[src/rtl/hsc_consts.vh]
// shared constants for the host controller control block
`ifndef HSC_CONSTS_VH
`define HSC_CONSTS_VH

`define HSC_PS_D0          2'b00
`define HSC_PS_D3          2'b11
`define HSC_FRAME_LIST_LEN 11'd1024
`define HSC_UFRAMES_PER_MS 4'd8
// 125 us microframe at 10 MHz clock
`define HSC_UFRAME_NS      125000
`define HSC_CLK_NS         100
`define HSC_UFRAME_CYC     (`HSC_UFRAME_NS / `HSC_CLK_NS)
// end-of-frame point, cycles before microframe end
`define HSC_EOF_GUARD_CYC  16'd20
`define HSC_STRUCT_RST     32'h0000_0006
`define HSC_SRC_NONE       2'd0
`define HSC_SRC_DEBUG      2'd1
`define HSC_SRC_PERIODIC   2'd2
`define HSC_SRC_ASYNC      2'd3

`endif

[src/rtl/hsc_frame_timer.v]
// microframe timer with start-of-frame pulse, frame index and rollover
`timescale 1ns/1ns
`default_nettype none
`include "hsc_consts.vh"
module hsc_frame_timer #(
  parameter UFRAME_CYC = `HSC_UFRAME_CYC
) (
  // clock and reset
  input  wire        clk_in,
  input  wire        reset_n_in,
  input  wire        clear_in,
  // timing outputs
  output reg         sof_out,
  output wire        eof_out,
  output reg  [9:0]  frame_out,
  output reg  [2:0]  uframe_out,
  output reg         rollover_out
);

  reg [15:0] cnt_q;

  assign eof_out = (cnt_q >= (UFRAME_CYC[15:0] - `HSC_EOF_GUARD_CYC));

  always @(posedge clk_in or negedge reset_n_in)
  begin
    if (!reset_n_in)
    begin
      cnt_q        <= 16'h0000;
      sof_out      <= 1'b0;
      frame_out    <= 10'h000;
      uframe_out   <= 3'h0;
      rollover_out <= 1'b0;
    end
    else if (clear_in)
    begin
      cnt_q        <= 16'h0000;
      sof_out      <= 1'b0;
      frame_out    <= 10'h000;
      uframe_out   <= 3'h0;
      rollover_out <= 1'b0;
    end
    else
    begin
      sof_out      <= 1'b0;
      rollover_out <= 1'b0;
      if (cnt_q == UFRAME_CYC[15:0] - 16'h0001)
      begin
        cnt_q      <= 16'h0000;
        sof_out    <= 1'b1;
        uframe_out <= uframe_out + 3'h1;
        if (uframe_out == 3'h7)
        begin
          // 10-bit index wraps at the 1024-entry list
          frame_out <= frame_out + 10'h001;
          if (frame_out == 10'h3ff)
            rollover_out <= 1'b1;
        end
      end
      else
        cnt_q <= cnt_q + 16'h0001;
    end
  end

endmodule // hsc_frame_timer
`default_nettype wire

[src/rtl/hsc_ctrl.v]
// control logic of the high speed host controller: resets, scheduling, errors, power
`timescale 1ns/1ns
`default_nettype none
`include "hsc_consts.vh"
module hsc_ctrl #(
  parameter       NPORTS     = 6,
  parameter       UFRAME_CYC = `HSC_UFRAME_CYC,
  parameter [31:0] STRUCT_RST = `HSC_STRUCT_RST
) (
  // clock and reset
  input  wire              clk_in,
  input  wire              reset_n_in,
  // system sleep state
  input  wire              sys_sleep_in,
  output wire              pll_enable_out,
  output wire              core_reset_out,
  // software control
  input  wire              host_controller_reset_bit_in,
  input  wire              run_in,
  input  wire              pause_in,
  input  wire              periodic_en_in,
  input  wire              async_en_in,
  input  wire              sys_err_int_en_in,
  input  wire              serr_en_in,
  input  wire              threshold_int_en_in,
  input  wire              rollover_int_en_in,
  input  wire              status_clear_in,
  input  wire [2:0]        test_mode_in,
  input  wire [NPORTS-1:0] test_port_sel_in,
  output reg  [2:0]        port_test_mode_out,
  output reg  [NPORTS-1:0] port_test_en_out,
  // firmware structural parameters
  input  wire              struct_wr_in,
  input  wire [31:0]       struct_data_in,
  output reg  [31:0]       struct_params_out,
  // power state field
  input  wire              pstate_wr_in,
  input  wire [1:0]        pstate_data_in,
  output reg  [1:0]        pstate_out,
  // memory-mapped access check
  input  wire              mmio_req_in,
  output wire              mmio_claim_out,
  output wire              mmio_master_abort_out,
  // packet sources
  input  wire              debug_pend_in,
  input  wire              periodic_pend_in,
  input  wire              async_pend_in,
  input  wire              txn_done_in,
  output reg  [1:0]        grant_out,
  output wire              mem_req_en_out,
  output wire [NPORTS-1:0] port_active_out,
  output wire              sof_out,
  output wire [9:0]        frame_index_out,
  // transaction results
  input  wire              status_posted_in,
  input  wire              last_in_interval_in,
  input  wire              split_intin_in,
  input  wire              split_criteria_met_in,
  input  wire              split_err_in,
  input  wire [1:0]        cerr_in,
  output reg  [1:0]        cerr_out,
  input  wire              csplit_fetch_in,
  input  wire              late_start_fail_in,
  output reg               missed_uframe_out,
  output reg               missed_uframe_wb_out,
  // upstream read completions
  input  wire              rd_cpl_in,
  input  wire              rd_master_abort_in,
  input  wire              rd_target_abort_in,
  // status and configuration bits
  output reg               sys_err_sts_out,
  output reg               halted_out,
  output wire              data_buf_err_out,
  output reg               threshold_sts_out,
  output reg               rollover_sts_out,
  output reg               rcv_master_abort_out,
  output reg               rcv_target_abort_out,
  output reg               sig_sys_err_out,
  // interrupt and wake
  input  wire              wake_event_in,
  output wire              shared_interrupt_line_h_out,
  output wire              pme_out
);

  ////////////////////////////////////////////////////////////////////////////
  // resets and power state

  localparam ST_IDLE   = 4'b0001;
  localparam ST_DEBUG  = 4'b0010;
  localparam ST_PERIOD = 4'b0100;
  localparam ST_ASYNC  = 4'b1000;

  wire in_d3;
  wire d3_to_d0;
  wire core_clr;
  wire mem_clr;
  reg  [3:0] state_q;
  reg  [3:0] state_d;
  reg        fatal_pend_q;
  reg        txn_seen_q;
  wire       t_sof;
  wire       t_eof;
  wire       t_roll;

  assign in_d3          = (pstate_out == `HSC_PS_D3);
  assign d3_to_d0       = pstate_wr_in && in_d3 && (pstate_data_in == `HSC_PS_D0);
  assign core_clr       = sys_sleep_in || d3_to_d0;
  assign mem_clr        = core_clr || host_controller_reset_bit_in;
  assign pll_enable_out = !sys_sleep_in;
  assign core_reset_out = sys_sleep_in;

  // power state field lives in configuration space, so only the wells reset it
  always @(posedge clk_in or negedge reset_n_in)
  begin
    if (!reset_n_in)
      pstate_out <= `HSC_PS_D0;
    else if (sys_sleep_in)
      pstate_out <= `HSC_PS_D0;
    else if (pstate_wr_in &&
             (pstate_data_in == `HSC_PS_D0 || pstate_data_in == `HSC_PS_D3))
      pstate_out <= pstate_data_in;
  end

  // firmware-written structural parameters survive both soft resets
  always @(posedge clk_in or negedge reset_n_in)
  begin
    if (!reset_n_in)
      struct_params_out <= STRUCT_RST;
    else if (struct_wr_in)
      struct_params_out <= struct_data_in;
  end

  assign mmio_claim_out        = mmio_req_in && !in_d3;
  assign mmio_master_abort_out = mmio_req_in && in_d3;

  ////////////////////////////////////////////////////////////////////////////
  // microframe timing

  hsc_frame_timer #(
    .UFRAME_CYC (UFRAME_CYC)
  ) u_timer (
    .clk_in       (clk_in),
    .reset_n_in   (reset_n_in),
    .clear_in     (mem_clr || !run_in),
    .sof_out      (t_sof),
    .eof_out      (t_eof),
    .frame_out    (frame_index_out),
    .uframe_out   (),
    .rollover_out (t_roll)
  );

  // frame start keeps going during pause
  assign sof_out = t_sof && run_in && !halted_out;

  ////////////////////////////////////////////////////////////////////////////
  // packet source scheduler

  always @*
  begin
    state_d = state_q;
    case (state_q)
      ST_IDLE:
      begin
        if (t_sof && debug_pend_in && !in_d3)
          state_d = ST_DEBUG;
        else if (t_sof && periodic_pend_in && periodic_en_in)
          state_d = ST_PERIOD;
        else if (!t_eof && async_pend_in && async_en_in)
          state_d = ST_ASYNC;
      end
      ST_DEBUG:
      begin
        if (txn_done_in)
          state_d = (periodic_pend_in && periodic_en_in) ? ST_PERIOD : ST_IDLE;
      end
      ST_PERIOD:
      begin
        if (txn_done_in && !(periodic_pend_in && periodic_en_in))
          state_d = ST_IDLE;
      end
      ST_ASYNC:
      begin
        if (txn_done_in || t_eof)
          state_d = ST_IDLE;
      end
      default:
        state_d = ST_IDLE;
    endcase
    if (halted_out || pause_in || !run_in)
      state_d = ST_IDLE;
  end

  always @(posedge clk_in or negedge reset_n_in)
  begin
    if (!reset_n_in)
      state_q <= ST_IDLE;
    else if (mem_clr)
      state_q <= ST_IDLE;
    else
      state_q <= state_d;
  end

  always @*
  begin
    case (state_q)
      ST_DEBUG:  grant_out = `HSC_SRC_DEBUG;
      ST_PERIOD: grant_out = `HSC_SRC_PERIODIC;
      ST_ASYNC:  grant_out = `HSC_SRC_ASYNC;
      default:   grant_out = `HSC_SRC_NONE;
    endcase
  end

  // no memory traffic while paused, halted or in debug slot
  assign mem_req_en_out = (state_q == ST_PERIOD || state_q == ST_ASYNC) &&
                          !pause_in && !halted_out;

  genvar gp;
  generate
    for (gp = 0; gp < NPORTS; gp = gp + 1)
    begin : g_port
      if (gp == 0)
      begin : g_dbg
        assign port_active_out[gp] = (state_q != ST_IDLE);
      end
      else
      begin : g_oth
        assign port_active_out[gp] = (state_q == ST_PERIOD) ||
                                     (state_q == ST_ASYNC);
      end
    end
  endgenerate

  ////////////////////////////////////////////////////////////////////////////
  // test modes

  always @(posedge clk_in or negedge reset_n_in)
  begin
    if (!reset_n_in)
    begin
      port_test_mode_out <= 3'h0;
      port_test_en_out   <= {NPORTS{1'b0}};
    end
    else if (mem_clr)
    begin
      port_test_mode_out <= 3'h0;
      port_test_en_out   <= {NPORTS{1'b0}};
    end
    else
    begin
      port_test_mode_out <= test_mode_in;
      port_test_en_out   <= (test_mode_in != 3'h0) ? test_port_sel_in : {NPORTS{1'b0}};
    end
  end

  ////////////////////////////////////////////////////////////////////////////
  // split transaction bookkeeping

  assign data_buf_err_out = 1'b0;

  always @(posedge clk_in or negedge reset_n_in)
  begin
    if (!reset_n_in)
    begin
      cerr_out             <= 2'h0;
      missed_uframe_out    <= 1'b0;
      missed_uframe_wb_out <= 1'b0;
    end
    else
    begin
      missed_uframe_wb_out <= 1'b0;
      if (split_intin_in && !split_criteria_met_in)
        cerr_out <= cerr_in;
      else if (split_err_in && cerr_in != 2'h0)
        cerr_out <= cerr_in - 2'h1;
      else
        cerr_out <= cerr_in;
      if (csplit_fetch_in && !late_start_fail_in)
      begin
        missed_uframe_out    <= 1'b1;
        missed_uframe_wb_out <= 1'b1;
      end
      else if (csplit_fetch_in)
        missed_uframe_out <= 1'b0;
    end
  end

  ////////////////////////////////////////////////////////////////////////////
  // fatal host error and status

  wire rd_abort = rd_cpl_in && (rd_master_abort_in || rd_target_abort_in);

  always @(posedge clk_in or negedge reset_n_in)
  begin
    if (!reset_n_in)
    begin
      sys_err_sts_out   <= 1'b0;
      halted_out        <= 1'b0;
      fatal_pend_q      <= 1'b0;
      txn_seen_q        <= 1'b0;
      threshold_sts_out <= 1'b0;
      rollover_sts_out  <= 1'b0;
    end
    else if (mem_clr)
    begin
      sys_err_sts_out   <= 1'b0;
      halted_out        <= 1'b0;
      fatal_pend_q      <= 1'b0;
      txn_seen_q        <= 1'b0;
      threshold_sts_out <= 1'b0;
      rollover_sts_out  <= 1'b0;
    end
    else
    begin
      // set wins over software clear
      if (rd_abort)
        sys_err_sts_out <= 1'b1;
      else if (status_clear_in)
        sys_err_sts_out <= 1'b0;
      if (status_posted_in && last_in_interval_in)
        threshold_sts_out <= 1'b1;
      else if (status_clear_in)
        threshold_sts_out <= 1'b0;
      if (t_roll)
        rollover_sts_out <= 1'b1;
      else if (status_clear_in)
        rollover_sts_out <= 1'b0;
      // allow one transaction in flight to finish, then halt
      if (rd_abort && !fatal_pend_q)
      begin
        fatal_pend_q <= 1'b1;
        txn_seen_q   <= txn_done_in;
        if (state_q == ST_IDLE)
          halted_out <= 1'b1;
      end
      else if (fatal_pend_q && !halted_out)
      begin
        if (txn_done_in || txn_seen_q || state_q == ST_IDLE)
          halted_out <= 1'b1;
      end
      // run/stop only steers halt while no fatal error holds it
      else if (!fatal_pend_q)
        halted_out <= !run_in;
    end
  end

  // configuration bits survive controller reset, only wells clear them
  always @(posedge clk_in or negedge reset_n_in)
  begin
    if (!reset_n_in)
    begin
      rcv_master_abort_out <= 1'b0;
      rcv_target_abort_out <= 1'b0;
      sig_sys_err_out      <= 1'b0;
    end
    else if (sys_sleep_in)
    begin
      rcv_master_abort_out <= 1'b0;
      rcv_target_abort_out <= 1'b0;
      sig_sys_err_out      <= 1'b0;
    end
    else
    begin
      if (rd_cpl_in && rd_master_abort_in)
        rcv_master_abort_out <= 1'b1;
      if (rd_cpl_in && rd_target_abort_in)
        rcv_target_abort_out <= 1'b1;
      if (rd_abort && serr_en_in)
        sig_sys_err_out <= 1'b1;
    end
  end

  ////////////////////////////////////////////////////////////////////////////
  // interrupt and wake

  wire int_src = (sys_err_sts_out && sys_err_int_en_in) ||
                 (threshold_sts_out && threshold_int_en_in) ||
                 (rollover_sts_out && rollover_int_en_in);

  assign shared_interrupt_line_h_out = int_src && !in_d3;
  assign pme_out                     = wake_event_in && in_d3;

endmodule // hsc_ctrl
`default_nettype wire

[config.mk]
export PLATFORM = sky130hd
export DESIGN_NAME = hsc_ctrl
export DESIGN_NICKNAME = d
export VERILOG_FILES = /design/src/rtl/hsc_frame_timer.v /design/src/rtl/hsc_ctrl.v
export VERILOG_INCLUDE_DIRS = /design/src /design/src/rtl
export SDC_FILE = /design/constraint.sdc
export NUM_CORES = 1
export LEC_CHECK = 0
export ABC_CLOCK_PERIOD_IN_PS = 1750
export BUFFER_PORTS_ARGS = -buffer_cell sky130_fd_sc_hd__buf_4
export CORE_ASPECT_RATIO = 2
export CORE_MARGIN = 4
export CORE_UTILIZATION = 44
export CTS_CLUSTER_SIZE = 28
export DETAILED_ROUTE_END_ITERATION = 10
export PLACE_DENSITY = 0.76
export RECOVER_POWER = 25
export SKIP_CTS_REPAIR_TIMING = 1
export SYNTH_ARGS = -nofsm -noshare
export SYNTH_HDL_FRONTEND = slang
export SYNTH_SLANG_ARGS = --single-unit
export TNS_END_PERCENT = 50
[constraint.sdc]
create_clock -name clk_in -period 1.75 [get_ports clk_in]
set_input_delay 0.525 -clock clk_in [delete_from_list [all_inputs] [get_ports clk_in]]
set_output_delay 0.525 -clock clk_in [all_outputs]
set_load 0.03 [all_outputs]
Yosys cells after proc, flatten, opt, wreduce, memory -nomap -nowiden --
Cells that the tools add are included.
Word-level totals: logic and storage cells 173, output and inout bits 81, register bits 91
Operators by class: order comparisons 1, reductions and logical operators 72, multiplexer cells 57, add/sub/neg operators 4, equal/unequal tests 17
Operator list (number):
- logical AND 1 bit | 32
- 2-to-1 mux 1 bit | 32
- 2-to-1 mux 16 bit | 2
- 2-to-1 mux 4 bit | 8
- 2-to-1 mux 10 bit | 3
- nonzero test 2 bit | 9
- adder 16 x 1 -> 16 bit, second input constant | 1
- == test 16 x 11 -> 1 bit, second input constant | 1
- >= comparator 16 x 11 -> 1 bit, second input constant | 1
- one-hot mux 4 bit (4 select lines) | 1
- logical OR 1 bit | 13
- 2-to-1 mux 3 bit | 4
- 2-to-1 mux 6 bit | 2
- inequality test 4 bit, second input constant | 3
- nonzero test 3 bit | 4
- adder 10 x 1 -> 10 bit, second input constant | 1
- == test 10 bit, second input constant | 1
- logical NOT 1 bit | 10
- 2-to-1 mux 2 bit | 4
- inequality test 6 bit, second input constant | 1
- one-hot mux 2 bit (3 select lines) | 1
- == test 2 bit, second input constant | 2
- == test 4 x 1 -> 1 bit, second input constant | 1
- == test 4 x 2 -> 1 bit, second input constant | 1
- 13 further kinds | 13

Depth between registers and ports, before layout --
depth after elaboration 10, gate-level depth with buffers 8, mapped depth without buffers 7

Hierarchy --
From an unflattened synthesis, not the netlist that was laid out.
Second synthesis, totals: cells, all modules 384, area, all modules 4230.3 sq um
By module, submodules not included:
- hsc_ctrl | cells each 212, area each 2602.5 sq um, times used 1
- hsc_frame_timer | cells each 172, area each 1627.8 sq um, times used 1

Worst setup path before layout --
No wires, ideal clock.
kind register to output, from reg state_q[2], to out mem_req_en_out, path buffers 1, cell stages (with the launch flop) 5, data arrival time 2.439 ns, slack -1.214 ns, path through dfrtp_1 -> clkbuf_1 -> xnor2_1 -> nor3_1 -> nor3b_1
On the way: longest elaborated chain between the ends 4, elaborated cells on any way between the ends 5, classes of those cells eq/ne (2); reduce/logical (3)
Ends and longest elaborated chain:
- from (decl) | RTL line hsc_ctrl.v:97 | reg [3:0] state_q;
- from (signal assigned) | RTL line hsc_ctrl.v:200 | state_q <= state_d;
- == test 4 x 3 -> 1 bit / == test 4 bit (equally long branches) | RTL line hsc_ctrl.v:214 | assign mem_req_en_out = (state_q == ST_PERIOD || state_q == ST_ASYNC) &&
- logical OR 1 bit * | RTL line hsc_ctrl.v:214
- logical AND 1 bit * | RTL line hsc_ctrl.v:214
- logical AND 1 bit * | RTL line hsc_ctrl.v:215 | !pause_in && !halted_out;
- to (decl) | RTL line hsc_ctrl.v:50 | output wire mem_req_en_out,
Every way passes the cells marked *; elsewhere a longest branch is shown, timed or not.

Worst setup path in the final report --
from reg u_timer.cnt_q[15], to reg u_timer.frame_out[7]
On the way: longest elaborated chain between the ends 3
Ends and longest elaborated chain:
- from (decl) | RTL line hsc_frame_timer.v:20 | reg [15:0] cnt_q;
- from (signal assigned) | RTL line hsc_frame_timer.v:60 | cnt_q <= cnt_q + 16'h0001;
- == test 16 x 11 -> 1 bit | RTL line hsc_frame_timer.v:46 | if (cnt_q == UFRAME_CYC[15:0] - 16'h0001)
- nonzero test 2 bit (no source line)
- AND reduction 2 bit (no source line)
- to (signal assigned) | RTL line hsc_frame_timer.v:54 | frame_out <= frame_out + 10'h001;
- to (decl) | RTL line hsc_frame_timer.v:15 | output reg [9:0] frame_out,
Every way passes these cells. A chain may end at the register's enable or synchronous reset.

==> flow_metrics.env <==
export IMPL_ys_seq_elements=91
export IMPL_cp_slowest_cell="or4_4"
export IMPL_drt_initial_drc_count=149
export IMPL_final_nets=643
export IMPL_grt_ovfl_total=0
export IMPL_rsz0062_at_grt="yes"
export IMPL_synth_edff_count=0
export IMPL_cts_tree="built"
export IMPL_place_congestion=0.785
export IMPL_synthSimpleGateAreaFrac_pct=18.0
export IMPL_synth_top_cells_by_area="dfrtp_1, mux2_2, nor2_1"
export IMPL_final_util_pct=68.8
export IMPL_regArea_mm2=0.00228
export IMPL_syn_num_nets=456
export IMPL_slew_headroom_pct=37.6
export IMPL_fmax_mhz=503
export IMPL_initial_utilization_pct=45.6
export IMPL_path_cells="nor4_2 > and4b_2 > nand4_4 > or4_4 > a21oi_2"
export IMPL_status="finished, violations left"
export IMPL_synth_adder_area_share_pct=2.42
export IMPL_synth_top_area_share_pct=53.2
export IMPL_drc=0
export IMPL_h_tree_depth=3
export IMPL_crit_arrival_ns=2.26
export IMPL_fin_cells=666
export IMPL_coreArea_mm2=0.00907
export IMPL_clock_latency_ns=0.34
export IMPL_cts_buffer_depth=2
export IMPL_crit_buf_inv=0
export IMPL_clkTransAtPathRegs_ns=0.07
export IMPL_diodes=0
export IMPL_synthArstFlopShare_pct=100
export IMPL_yosys_area_top_type="dfrtp_1"
export IMPL_setup_viol=39
export IMPL_switching_power_mw=1.39
export IMPL_multi_input_area_mm2=0.00191
export IMPL_fp_row_count=49
export IMPL_fillers=638
export IMPL_antenna_found_initial=0
export IMPL_die_w_um=76.6
export IMPL_worst_setup_path_start_kind="register"
export IMPL_synth_xor_area_share_pct=4.66
export IMPL_clock_skew_ns=0.0101
export IMPL_numCtsBuffers=9
export IMPL_die_area_mm2=0.0111
export IMPL_p_int_mw=3.71
export IMPL_finalHoldViolations=0
export IMPL_combPwrFrac_pct=16.2
export IMPL_drt_wl_total_mm=11.9
export IMPL_synth_area_per_cell_um2=11.1
export IMPL_wl_per_cell_um=17.9
export IMPL_critPathTopFamily="simple AND/OR/NAND/NOR gates"
export IMPL_cts_root_buffer="clkbuf_16"
export IMPL_p_sw_share_pct=27.2
export IMPL_synthFlopType="dfrtp_1"
export IMPL_top_level_ports=157
export IMPL_hpwlAfterDp_mm=8.73
export IMPL_violations="negative setup slack"
export IMPL_via_per_inst=5.42
export IMPL_grt_max_degree=37
export IMPL_power_frac_seq_pct=44.6
export IMPL_groute_usage_overall_pct=20.4
export IMPL_tightest_slew_ns=0.935
export IMPL_drtAntennaViolNets=0
export IMPL_cp_required_ns=2.02
export IMPL_port_buffers=155
export IMPL_vias=3607
export IMPL_power_density_mw_per_mm2=818
export IMPL_grt_pass1_vias=3682
export IMPL_postSynthCellCount=372
export IMPL_final_period_utilization_pct=114
export IMPL_power_mw=5.10
export IMPL_muxShareOfSynthArea_pct=9.43
export IMPL_critPathKind="register to register"
export IMPL_placed_cells=645
export IMPL_drive_gt1_share_pct=50.2
export IMPL_synth_warnings=0
export IMPL_fin_crit_ns=1.99
export IMPL_yosysUniqueCellTypes=54
export IMPL_synth_most_common_cell="dfrtp_1"
export IMPL_grt_pass1_wl_mm=18.2
export IMPL_seq_area_frac_synth_pct=55.1
export IMPL_hold_worst_slack_ns=0.318
export IMPL_clock_sinks=91
export IMPL_tns_ns=-3.79
export IMPL_synth_compound_area_share_pct=6.50
export IMPL_synth_top_family_by_area="simple AND/OR/NAND/NOR gates"
export IMPL_fin_ws_ns=-0.239
export IMPL_drv_cap=0
export IMPL_drt_first_pass_iters=4
export IMPL_cp_max_fo=5
export IMPL_synth_area_mm2=0.00414
export IMPL_cp_slowest_stage_delay_ns=0.44
export IMPL_fp_dieH_um=145
export IMPL_cp_end_kind="register"
export IMPL_hold_class="primary input to asynchronous set/reset pin"
export IMPL_power_leakage_nw=3.02
export IMPL_synthTopCellsByCount="dfrtp_1, nor2_1, mux2_2"
export IMPL_ir_drop_mv=0.567
export IMPL_p_clk_share_pct=39.2
export IMPL_areaGrowthSynthToFinish_pct=50.8
export IMPL_finalMaxSlewViolations=0
==> final cells by class <==
cell class,count,area share (%)
multi-input combinational,249,30.5
clock buffer,9,3.61
tap,102,2.05
timing repair buffer,196,25.1
clock inverter,7,1.38
sequential,91,36.6
inverter,12,0.722
==> per-stage QoR <==
step,cell area (um^2),setup slack (ns)
final,6240,-0.239
after global placement,5670,-0.117
after CTS,5980,-0.270
after global routing,6240,-0.393
after floorplan,4190,-0.291
after detailed placement,5670,-0.177
==> cells by family after synthesis <==
logic type	Yosys count
and+or+nand+nor	140
DFF	91
AOI/OAI and AO/OA	43
muxes	35
buffers and inverters	32
xor gates and xnor gates	22
adders and majority gates	8
other	1
==> flip-flops by register name (all words and copies together), names as in the netlist, 2 cells and up <==
signal and flops:
struct_params_out 32, port_test_mode_out 3, u_timer.uframe_out 3, state_q 4, cerr_out 2, u_timer.frame_out 10
port_test_en_out 6, u_timer.cnt_q 16, pstate_out 2
==> power groups by stage <==
stage                     logic [mW]  clock network (mW)  registers [mW]
after floorplan                0.186                   0            2.51
after global placement         0.800                   0            2.30
after detailed placement       0.816                   0            2.31
after CTS                      0.820                2.02            2.27
after global routing           0.878                2.11            2.28
final                          0.826                2.00            2.27
==> cells in the final DEF, fill, tap and decap left out, types with 4 or more instances in the layout <==
cell type	n
nand2_1	17
nand3_1	13
nor3_1	4
xnor2_1	6
xor2_1	15
and2_1	9
nor2_4	8
inv_1	12
o21ai_0	8
dfrtp_1	87
a21oi_2	4
clkbuf_16	10
ha_1	7
buf_4	177
nand3b_1	4
nand4_1	9
buf_6	12
and3_1	8
a21oi_1	12
nor2_1	37
mux2_2	32
==> layer usage <==
layer,share of wire [%],track usage (%)
met5,0,0
met4,2.1,9.26
met3,5.2,3.72
met2,57,38.7
met1,36,21.3
==> path summary, 6_finish.rpt <==
| kind | startpoint | end | slack (ns) | cells after the start |
|---|---|---|---|---|
| min in group clk_in | late_start_fail_in | missed_uframe_wb_out | 0.33 | 2 |
| worst max register to register | u_timer.cnt_q[15] | u_timer.frame_out[7] | -0.24 | 5 |
| max in group asynchronous | reset_n_in | struct_params_out[16] | 0.33 | 2 |
| worst min register to register | missed_uframe_out | missed_uframe_out | 0.48 | 1 |
| worst max-delay path | u_timer.cnt_q[15] | u_timer.frame_out[7] | -0.24 | 5 |
| worst min-delay path | reset_n_in | port_test_mode_out[2] | 0.32 | 1 |
Power figures use the tool's default switching activity.
